**config.mk**
```make
export PLATFORM = sky130hd
export DESIGN_NAME = fmbe_erase_seq
export DESIGN_NICKNAME = d
export VERILOG_FILES = /design/src/core/fmbe_param_mem.v /design/src/core/fmbe_erase_seq.v
export VERILOG_INCLUDE_DIRS = /design/src /design/src/core
export SDC_FILE = /design/constraint.sdc
export NUM_CORES = 1
export LEC_CHECK = 0
export BUFFER_PORTS_ARGS = -buffer_cell sky130_fd_sc_hd__buf_2
export CORE_MARGIN = 2
export CORE_UTILIZATION = 45
export CTS_CLUSTER_SIZE = 10
export DETAILED_ROUTE_END_ITERATION = 10
export GPL_TIMING_DRIVEN = 0
export PLACE_DENSITY = 0.68
export SYNTH_ARGS = -nofsm -noshare
export SYNTH_HDL_FRONTEND = slang
export SYNTH_SLANG_ARGS = --single-unit
```
**constraint.sdc**
```tcl
create_clock -name i_clk_sys -period 3.1 [get_ports i_clk_sys]
set_input_delay 0.465 -clock i_clk_sys [delete_from_list [all_inputs] [get_ports i_clk_sys]]
set_output_delay 0.465 -clock i_clk_sys [all_outputs]
set_load 0.005 [all_outputs]
```
**src/core/fmbe_defs.vh**
```
// register map, field positions, codes and reset values of the flash erase sequencer
`ifndef FMBE_DEFS_VH
`define FMBE_DEFS_VH

// register byte offsets
`define FMBE_OFS_DIV      5'h00
`define FMBE_OFS_CFG      5'h04
`define FMBE_OFS_STAT     5'h08
`define FMBE_OFS_IDX      5'h0C
`define FMBE_OFS_PARAM    5'h10
`define FMBE_OFS_SEC      5'h14
`define FMBE_OFS_PROT     5'h18

// clock divider fields
`define FMBE_DIV_LOADED   7
`define FMBE_DIV_RST      7'h00

// config fields
`define FMBE_CFG_PEND     0

// status fields
`define FMBE_ST_CCF       7
`define FMBE_ST_ACC       5
`define FMBE_ST_PVL       4
`define FMBE_ST_VER       1
`define FMBE_ST_VUN       0

// protection fields
`define FMBE_PROT_PF      0
`define FMBE_PROT_EE      1
`define FMBE_PROT_RST     2'h0

// security state field codes
`define FMBE_SEC_SECURED  2'h0
`define FMBE_SEC_UNSEC    2'h2
`define FMBE_SECBYTE_UNS  8'hFE

// command codes and parameter index demands
`define FMBE_CMD_ERS_ALL  8'h08
`define FMBE_CMD_ERS_BLK  8'h09
`define FMBE_IDX_ERS_ALL  3'h0
`define FMBE_IDX_ERS_BLK  3'h1

// array operation codes
`define FMBE_OP_ERS_ALL   2'h0
`define FMBE_OP_ERS_BLK   2'h1
`define FMBE_OP_PRG_SEC   2'h2

// global address windows of the two arrays
`define FMBE_PF_LO        24'hFC0000
`define FMBE_PF_HI        24'hFFFFFF
`define FMBE_EE_LO        24'h100000
`define FMBE_EE_HI        24'h1007FF

`endif

```
**src/core/fmbe_param_mem.v**
```verilog
// small memory holding the command parameter words, registered read port
`timescale 1ns/1ps
module fmbe_param_mem #(
	parameter W  = 16,
	parameter D  = 8,
	parameter AW = 3
) (
	input  wire          i_clk_sys,
	input  wire          i_rst,
	input  wire          i_we,
	input  wire [AW-1:0] i_waddr,
	input  wire [W-1:0]  i_wdata,
	input  wire [AW-1:0] i_raddr,
	output reg  [W-1:0]  o_rdata
);

	reg [W-1:0] mem [0:D-1];  // storage, no reset needed

	// write port
	always @(posedge i_clk_sys) begin
		if (i_we) begin
			mem[i_waddr] <= i_wdata;
		end
	end

	// read port: data come one cycle after the address
	always @(posedge i_clk_sys or posedge i_rst) begin
		if (i_rst) begin
			o_rdata <= {W{1'b0}};
		end else begin
			o_rdata <= mem[i_raddr];
		end
	end

endmodule

```
**src/core/fmbe_erase_seq.v**
```verilog
// erase-all and block-erase command sequencer with its register slave
//
// Summary of operation
// - command 0x08 erases everything, then verifies
// - passing erase-all verify releases device security
// - completion flag sets only after verify ends
// - erase-all needs index 000, else access error
// - disallowed mode gives access error
// - any protection refuses erase-all, protection error
// - verify errors and uncorrectable errors flagged
// - request pin performs erase-all without command
// - divider unloaded: skip request, access error
// - request erase resets divider; host reloads it
// - request erase ignores protection settings
// - request pass: unsecure field, program security byte
// - pending bit shows request, clears on completion
// - protection configuration untouched by request erase
// - verify flags cover erase and byte program
// - command 0x09 erases one block, address split
// - block erase needs index 001, else error
// - invalid block address gives access error
// - misaligned block address gives access error
// - protected block refuses erase, protection error
`timescale 1ns/1ps
`include "fmbe_defs.vh"
module fmbe_erase_seq #(
	parameter PF_LO = `FMBE_PF_LO,
	parameter PF_HI = `FMBE_PF_HI,
	parameter EE_LO = `FMBE_EE_LO,
	parameter EE_HI = `FMBE_EE_HI
) (
	input  wire        i_clk_sys,
	input  wire        i_rst,
	input  wire [4:0]  i_addr,
	input  wire [15:0] i_wdata,
	input  wire        i_wr,
	input  wire        i_rd,
	output reg  [15:0] o_rd_data,
	input  wire        i_erase_all_req,
	input  wire        i_mode_ok,
	output reg         o_arr_start,
	output reg  [1:0]  o_arr_op,
	output reg  [23:0] o_arr_addr,
	output reg  [7:0]  o_arr_wdata,
	input  wire        i_arr_done,
	input  wire        i_arr_vfy_err,
	input  wire        i_arr_vfy_uncorr,
	output wire [1:0]  o_sec_state,
	output wire        o_busy
);

	// sequencer states
	localparam S_IDLE  = 4'h0;
	localparam S_FETCH = 4'h1;
	localparam S_WAIT  = 4'h2;
	localparam S_DEC   = 4'h3;
	localparam S_START = 4'h4;
	localparam S_RUN   = 4'h5;
	localparam S_SECP  = 4'h6;
	localparam S_SECW  = 4'h7;
	localparam S_FIN   = 4'h8;

	reg  [3:0]  state;        // sequencer state
	reg  [6:0]  div_val;      // flash clock divider value
	reg         div_loaded;   // divider written since reset or mass erase
	reg         ccf;          // command complete flag
	reg         acc_err;      // access error flag
	reg         prot_viol;    // protection violation flag
	reg         ver_err;      // verify error flag
	reg         ver_unc;      // verify uncorrectable flag
	reg  [2:0]  pidx;         // parameter word index
	reg  [1:0]  prot;         // protection config, pflash and eeprom
	reg  [1:0]  sec_state;    // security state field
	reg         pending;      // mass erase pending
	reg         mass_act;     // running sequence came from the pin
	reg  [15:0] w0;           // first parameter word
	reg  [2:0]  rd_idx;       // sequencer read index into param memory
	reg         rq_s1;        // request synchroniser stage 1
	reg         rq_s2;        // request synchroniser stage 2
	reg         rq_s3;        // request synchroniser stage 3
	reg         rq_lvl;       // filtered request level
	wire [15:0] mem_rdata;    // param memory read data
	wire        rq_rise;      // filtered request rising edge
	wire        wr_div;       // register write decodes
	wire        wr_stat;
	wire        wr_idx;
	wire        wr_param;
	wire        wr_prot;
	wire        launch;       // software launch of a command
	wire [7:0]  cmd;          // command code from first word
	wire [23:0] gaddr;        // global address from both words

	// address lies in one of the two arrays
	function addr_in_pf;
		input [23:0] a;
		begin
			addr_in_pf = (a >= PF_LO) && (a <= PF_HI);
		end
	endfunction

	function addr_in_ee;
		input [23:0] a;
		begin
			addr_in_ee = (a >= EE_LO) && (a <= EE_HI);
		end
	endfunction

	// host writes are honoured only while no command runs
	assign wr_div   = i_wr && ccf && (i_addr == `FMBE_OFS_DIV);
	assign wr_stat  = i_wr && ccf && (i_addr == `FMBE_OFS_STAT);
	assign wr_idx   = i_wr && ccf && (i_addr == `FMBE_OFS_IDX);
	assign wr_param = i_wr && ccf && (i_addr == `FMBE_OFS_PARAM);
	assign wr_prot  = i_wr && ccf && (i_addr == `FMBE_OFS_PROT);

	// a launch with access or protection error still set is ignored, as is one during a request
	assign launch = wr_stat && i_wdata[`FMBE_ST_CCF] && !acc_err && !prot_viol
		&& !pending && (state == S_IDLE);

	assign cmd         = w0[15:8];
	assign gaddr       = {w0[7:0], mem_rdata};
	assign o_sec_state = sec_state;
	assign o_busy      = !ccf;

	// parameter words, written at the current index
	fmbe_param_mem #(
		.W  (16),
		.D  (8),
		.AW (3)
	) u_param (
		.i_clk_sys (i_clk_sys),
		.i_rst     (i_rst),
		.i_we      (wr_param),
		.i_waddr   (pidx),
		.i_wdata   (i_wdata),
		.i_raddr   (rd_idx),
		.o_rdata   (mem_rdata)
	);

	// request pin: three flops, level changes once stages two and three agree
	always @(posedge i_clk_sys or posedge i_rst) begin
		if (i_rst) begin
			rq_s1  <= 1'b0;
			rq_s2  <= 1'b0;
			rq_s3  <= 1'b0;
			rq_lvl <= 1'b0;
		end else begin
			rq_s1 <= i_erase_all_req;
			rq_s2 <= rq_s1;
			rq_s3 <= rq_s2;
			if (rq_s2 == rq_s3) begin
				rq_lvl <= rq_s3;
			end
		end
	end

	// only a fresh assertion starts a sequence; holding the pin does not repeat it
	assign rq_rise = (rq_s2 == rq_s3) && rq_s3 && !rq_lvl;

	// sequencer and control registers share one process so every bit has one driver
	always @(posedge i_clk_sys or posedge i_rst) begin
		if (i_rst) begin
			state       <= S_IDLE;
			div_val     <= `FMBE_DIV_RST;
			div_loaded  <= 1'b0;
			ccf         <= 1'b1;
			acc_err     <= 1'b0;
			prot_viol   <= 1'b0;
			ver_err     <= 1'b0;
			ver_unc     <= 1'b0;
			pidx        <= 3'h0;
			prot        <= `FMBE_PROT_RST;
			sec_state   <= `FMBE_SEC_SECURED;
			pending     <= 1'b0;
			mass_act    <= 1'b0;
			w0          <= 16'h0000;
			rd_idx      <= 3'h0;
			o_arr_start <= 1'b0;
			o_arr_op    <= `FMBE_OP_ERS_ALL;
			o_arr_addr  <= 24'h000000;
			o_arr_wdata <= 8'h00;
		end else begin
			o_arr_start <= 1'b0;
			// plain software registers
			if (wr_div) begin
				div_val    <= i_wdata[6:0];
				div_loaded <= 1'b1;
			end
			if (wr_idx) begin
				pidx <= i_wdata[2:0];
			end
			if (wr_prot) begin
				prot <= i_wdata[1:0];
			end
			// write one clears the access and protection error flags; a set below wins
			if (wr_stat && i_wdata[`FMBE_ST_ACC]) begin
				acc_err <= 1'b0;
			end
			if (wr_stat && i_wdata[`FMBE_ST_PVL]) begin
				prot_viol <= 1'b0;
			end
			// pending bit is set by a fresh pin assertion; set wins over the completion clear
			if (rq_rise) begin
				pending <= 1'b1;
			end
			case (state)
				S_IDLE: begin
					rd_idx <= 3'h0;
					if (pending && !rq_rise && !mass_act) begin
						if (!div_loaded || !i_mode_ok) begin
							acc_err <= 1'b1;
							pending <= 1'b0;
						end else begin
							// protection is neither checked nor changed on this path
							ccf         <= 1'b0;
							mass_act    <= 1'b1;
							ver_err     <= 1'b0;
							ver_unc     <= 1'b0;
							o_arr_op    <= `FMBE_OP_ERS_ALL;
							o_arr_addr  <= 24'h000000;
							state       <= S_START;
						end
					end else if (launch) begin
						ccf     <= 1'b0;
						ver_err <= 1'b0;
						ver_unc <= 1'b0;
						state   <= S_FETCH;
					end
				end
				S_FETCH: begin
					// memory output now holds word zero
					w0     <= mem_rdata;
					rd_idx <= 3'h1;
					state  <= S_WAIT;
				end
				S_WAIT: begin
					// word one is on its way out of the memory
					state <= S_DEC;
				end
				S_DEC: begin
					o_arr_addr <= gaddr;
					if (cmd == `FMBE_CMD_ERS_ALL) begin
						if (pidx != `FMBE_IDX_ERS_ALL || !i_mode_ok || !div_loaded) begin
							acc_err <= 1'b1;
							state   <= S_FIN;
						end else if (prot != 2'h0) begin
							prot_viol <= 1'b1;
							state     <= S_FIN;
						end else begin
							o_arr_op   <= `FMBE_OP_ERS_ALL;
							// word one is not needed here, so a stale address must not leak out
							o_arr_addr <= 24'h000000;
							state      <= S_START;
						end
					end else if (cmd == `FMBE_CMD_ERS_BLK) begin
						if (pidx != `FMBE_IDX_ERS_BLK || !i_mode_ok || !div_loaded) begin
							acc_err <= 1'b1;
							state   <= S_FIN;
						end else if (!addr_in_pf(gaddr) && !addr_in_ee(gaddr)) begin
							acc_err <= 1'b1;
							state   <= S_FIN;
						end else if ((addr_in_pf(gaddr) && gaddr[2:0] != 3'h0)
							|| (addr_in_ee(gaddr) && gaddr[0])) begin
							acc_err <= 1'b1;
							state   <= S_FIN;
						end else if ((addr_in_pf(gaddr) && prot[`FMBE_PROT_PF])
							|| (addr_in_ee(gaddr) && prot[`FMBE_PROT_EE])) begin
							prot_viol <= 1'b1;
							state     <= S_FIN;
						end else begin
							o_arr_op <= `FMBE_OP_ERS_BLK;
							state    <= S_START;
						end
					end else begin
						// other command codes are not served by this sequencer
						acc_err <= 1'b1;
						state   <= S_FIN;
					end
				end
				S_START: begin
					o_arr_start <= 1'b1;
					state       <= S_RUN;
				end
				S_RUN: begin
					// erase and its verify run inside the array
					if (i_arr_done) begin
						ver_err <= ver_err | i_arr_vfy_err;
						ver_unc <= ver_unc | i_arr_vfy_uncorr;
						if (o_arr_op == `FMBE_OP_ERS_ALL && !i_arr_vfy_err) begin
							sec_state <= `FMBE_SEC_UNSEC;
							state     <= mass_act ? S_SECP : S_FIN;
						end else begin
							state <= S_FIN;
						end
					end
				end
				S_SECP: begin
					// store the unsecure byte so security stays released after reset
					o_arr_op    <= `FMBE_OP_PRG_SEC;
					o_arr_wdata <= `FMBE_SECBYTE_UNS;
					o_arr_start <= 1'b1;
					state       <= S_SECW;
				end
				S_SECW: begin
					if (i_arr_done) begin
						ver_err <= ver_err | i_arr_vfy_err;
						ver_unc <= ver_unc | i_arr_vfy_uncorr;
						state   <= S_FIN;
					end
				end
				S_FIN: begin
					ccf <= 1'b1;
					if (mass_act) begin
						mass_act   <= 1'b0;
						div_val    <= `FMBE_DIV_RST;
						div_loaded <= 1'b0;
						if (!rq_rise) begin
							pending <= 1'b0;
						end
					end
					state <= S_IDLE;
				end
				default: begin
					state <= S_IDLE;
				end
			endcase
		end
	end

	// register read data, one cycle after the read strobe; unmapped reads zero
	always @(posedge i_clk_sys or posedge i_rst) begin
		if (i_rst) begin
			o_rd_data <= 16'h0000;
		end else if (i_rd) begin
			case (i_addr)
				`FMBE_OFS_DIV:  o_rd_data <= {8'h00, div_loaded, div_val};
				`FMBE_OFS_CFG:  o_rd_data <= {15'h0000, pending};
				`FMBE_OFS_STAT: o_rd_data <= {8'h00, ccf, 1'b0, acc_err, prot_viol,
					2'h0, ver_err, ver_unc};
				`FMBE_OFS_IDX:  o_rd_data <= {13'h0000, pidx};
				`FMBE_OFS_SEC:  o_rd_data <= {14'h0000, sec_state};
				`FMBE_OFS_PROT: o_rd_data <= {14'h0000, prot};
				default:        o_rd_data <= 16'h0000;
			endcase
		end else begin
			o_rd_data <= 16'h0000;
		end
	end

endmodule

```
==> impl_metrics.tcl <==
set metrics [dict create \
    synth_area_leaders "dfrtp_1 46%, edfxtp_1 18%, mux2_2 8.3%" \
    timing.slew.headroom_pct 44.7 \
    die_w_um 113 \
    critPathRequiredTime_ns 3.39 \
    tns_ns 0 \
    io_buffers 71 \
    hold_viol 0 \
    drt_iter0_markers 196 \
    drive_gt1_share_pct 35.2 \
    stdcell_count 646 \
    area_delta_synth_final_pct 22.6 \
    gp_congestion 0.886 \
    fp.dieH_um 113 \
    max_freq_ghz 0.435 \
    worst_pin_slew_ns 0.827 \
    cpPeakStageDelay_ns 0.63 \
    ys_seq_elements 130 \
    setup_viol 0 \
    cp-start-kind "flop" \
    drtPass1Iterations 4 \
    dp_cells 614 \
    clock-sinks 130 \
    timing.final.crit_share_pct 74.1 \
    gr-total-overflow 0 \
    end_kind "flop" \
    rrSetupSlack_ns 0.80 \
    place_hpwl_mm 7.84 \
    cts_tree "done" \
    antenna_found_initial 0 \
    first_global_vias 3385 \
    grt_pass1_wl_mm 17.8 \
    grt_use_total_pct 18.2 \
    maxCapViolCount 0 \
    outcome "finished clean" \
    synth_edf_count 32 \
    path_common_cell "nor2_1" \
    rows 39 \
    initial_core_util_pct 46.4 \
    clockRootBuffer "clkbuf_16" \
    yosysUniqueCellTypes 58 \
    via_per_inst 5.43 \
    ys_async_sr_fraction_pct 75.4 \
    wl_per_cell_um 16.8 \
    crit_chain "clkbuf_1 > nor2_1 > nand2_1 > nor2_1 > buf_4 > mux2_2" \
    period_minus_slack_ns 2.30 \
    timing.final.ws_setup_ns 0.802 \
    cp_max_fo 10 \
    worstSetupPathType "flop to flop" \
    grt_max_degree 62 \
    leakagePower_nw 3.00 \
    ios 84 \
    yosysTopAreaCell "dfrtp_1" \
    fin_skew_ns 0.0124 \
    ant_nets 0 \
    core_area_um2 11500 \
    dieArea_um2 12700 \
    place_area_um2 5930 \
    p_per_area_nw_per_um2 746 \
    cpMaxStageDelayCell "nor2_1" \
    final_max_slew_viol_count 0 \
    path_buf_inv 2 \
    peakVddDrop_uv 332 \
    remaining_drc_errors 0 \
    cts.hold.buffers_added 0 \
    fin_total_pwr_mw 4.86 \
    avgSynthCellArea_um2 13.7 \
    r2r-end "w0[0]$_DFFE_PP0P_" \
    htree_levels 4 \
    synth_warnings 0 \
    cpLargestDelayFamily "simple AND/OR/NAND/NOR gates" \
    synth_top_area_share_pct 45.7 \
    path_depth 6 \
    n_antenna_cell 0 \
    r2r_cells 6 \
    hold_ws_ns 0.0836 \
    synthFlopType "dfrtp_1" \
    hp-class "primary input to asynchronous set/reset pin" \
    cts_buffers 17 \
    post_cts_buffers 0 \
    layout.nets 521 \
    vias 3506 \
    ys_seq_area_share_pct 64.2 \
    final_util_pct 56.9 \
    cts_buffer_depth 2 \
    place_ws_ns 0.327 \
    rsz0062_at_grt "false" \
    wl_mm 10.9 \
    arrival_ns 2.59 \
    r2r-start "state[3]$_DFFE_PP0P_" \
    nFillCells 941 \
    clk_pin_slew_worst_paths_ns 0.06 \
    syn_inst 389 \
    fin_area_um2 6520 \
    ctsResizeCount 0 \
    syn_area_um2 5320 \
    clkLatencyLatePin_ns 0.41 \
]
## final cells by class
| class | count | area [µm²] | share of cell area [%] |
|---|---|---|---|
| well taps | 143 | 179 | 2.74 |
| repair buffers | 73 | 394 | 6.04 |
| flip-flops and latches | 130 | 3410 | 52.4 |
| inverters | 6 | 25.0 | 0.384 |
| clock buffers | 18 | 429 | 6.58 |
| plain buffers | 32 | 194 | 2.97 |
| clock inverters | 14 | 163 | 2.49 |
| multi-input cells | 230 | 1720 | 26.4 |
## cell usage in the layout (no fill, tap or decap), drive strengths merged, types with 4 or more instances in the layout
cell / instances
nand3: 6
and2: 4
clkinv: 8
edfxtp: 32
clkbuf: 27
nor2: 27
dfrtp: 97
and3: 5
nand2b: 4
nor3: 8
nor4: 6
nor2b: 4
a21oi: 9
inv: 8
mux2i: 7
buf: 96
conb: 10
a22o: 26
a31oi: 4
nand4: 5
mux2: 39
nand2: 20
## worst register-to-register path: cells and delay by family, from the launching register on
family / cells / cell delay [ns]
buffers and inverters: 2 / 0.55
DFF: 1 / 0.41
muxes: 1 / 0.35
and+or+nand+nor: 3 / 0.87
## state kept, by name (all words and copies together), names as in the netlist, 2 cells and up
name             cells
o_arr_addr          24
w0                  16
prot                 2
o_arr_op             2
state                4
u_param.mem         32
pidx                 3
u_param.o_rdata     16
o_rd_data            8
div_val              7
## cell usage after synthesis (2+ instances only)
library cell,instances
clkbuf_1,7
a31oi_1,4
nor3b_1,2
and3_1,5
buf_2,6
nand3_1,6
and4_1,2
mux2i_1,7
a31o_2,2
nand4_1,5
a22o_1,26
nor3_2,2
nand2_1,20
nand4b_1,2
nor4_1,5
and4b_1,2
a21oi_1,9
mux2_2,39
or3_1,3
nor2_1,27
nor2b_1,4
nor3_1,6
a32oi_1,3
clkbuf_2,2
inv_1,6
and2_1,3
dfrtp_1,97
a32o_1,3
nand2b_1,4
buf_4,17
edfxtp_1,32
a22oi_1,3
and3b_1,2
a211oi_1,2
## worst max path at each step
stage	endpoint	from	slack, ns
finish	w0[0]$_DFFE_PP0P_	state[3]$_DFFE_PP0P_	0.80
global route	w0[2]$_DFFE_PP0P_	state[3]$_DFFE_PP0P_	0.74
CTS	u_param.mem[1][14]$_DFFE_PP_	ccf$_DFFE_PP1P_	0.63
detailed placement	u_param.mem[1][11]$_DFFE_PP_	i_addr[2]	0.33
global placement	o_arr_addr[10]$_DFFE_PP0P_	i_rst	-1.00
floorplan	acc_err$_DFF_PP0_	i_rst	0.07
## per-layer routing
metal,wire (µm),GRT usage [%],share of wire (%)
met1,4890,24.8,45
met2,5310,28.4,49
met5,0,0,0
met4,76,6.67,0.70
met3,568,4.98,5.2
## cells by family after synthesis
family	Yosys count	synth area share, %
adders and majority gates	1	0.235
muxes	47	10.0
other	1	0.0705
buffers and inverters	38	4.07
DFF	130	64.2
xor gates and xnor gates	1	0.165
and+or+nand+nor	107	11.4
AOI/OAI and AO/OA	64	9.86
## report_power, final
| group | internal (mW) | switching (mW) | total [mW] |
|---|---|---|---|
| combinational | 0.375 | 0.335 | 0.710 |
| sequential | 1.99 | 0.196 | 2.19 |
| clock | 1.26 | 0.709 | 1.97 |
Note: power is estimated with default switching activity, not from simulation.
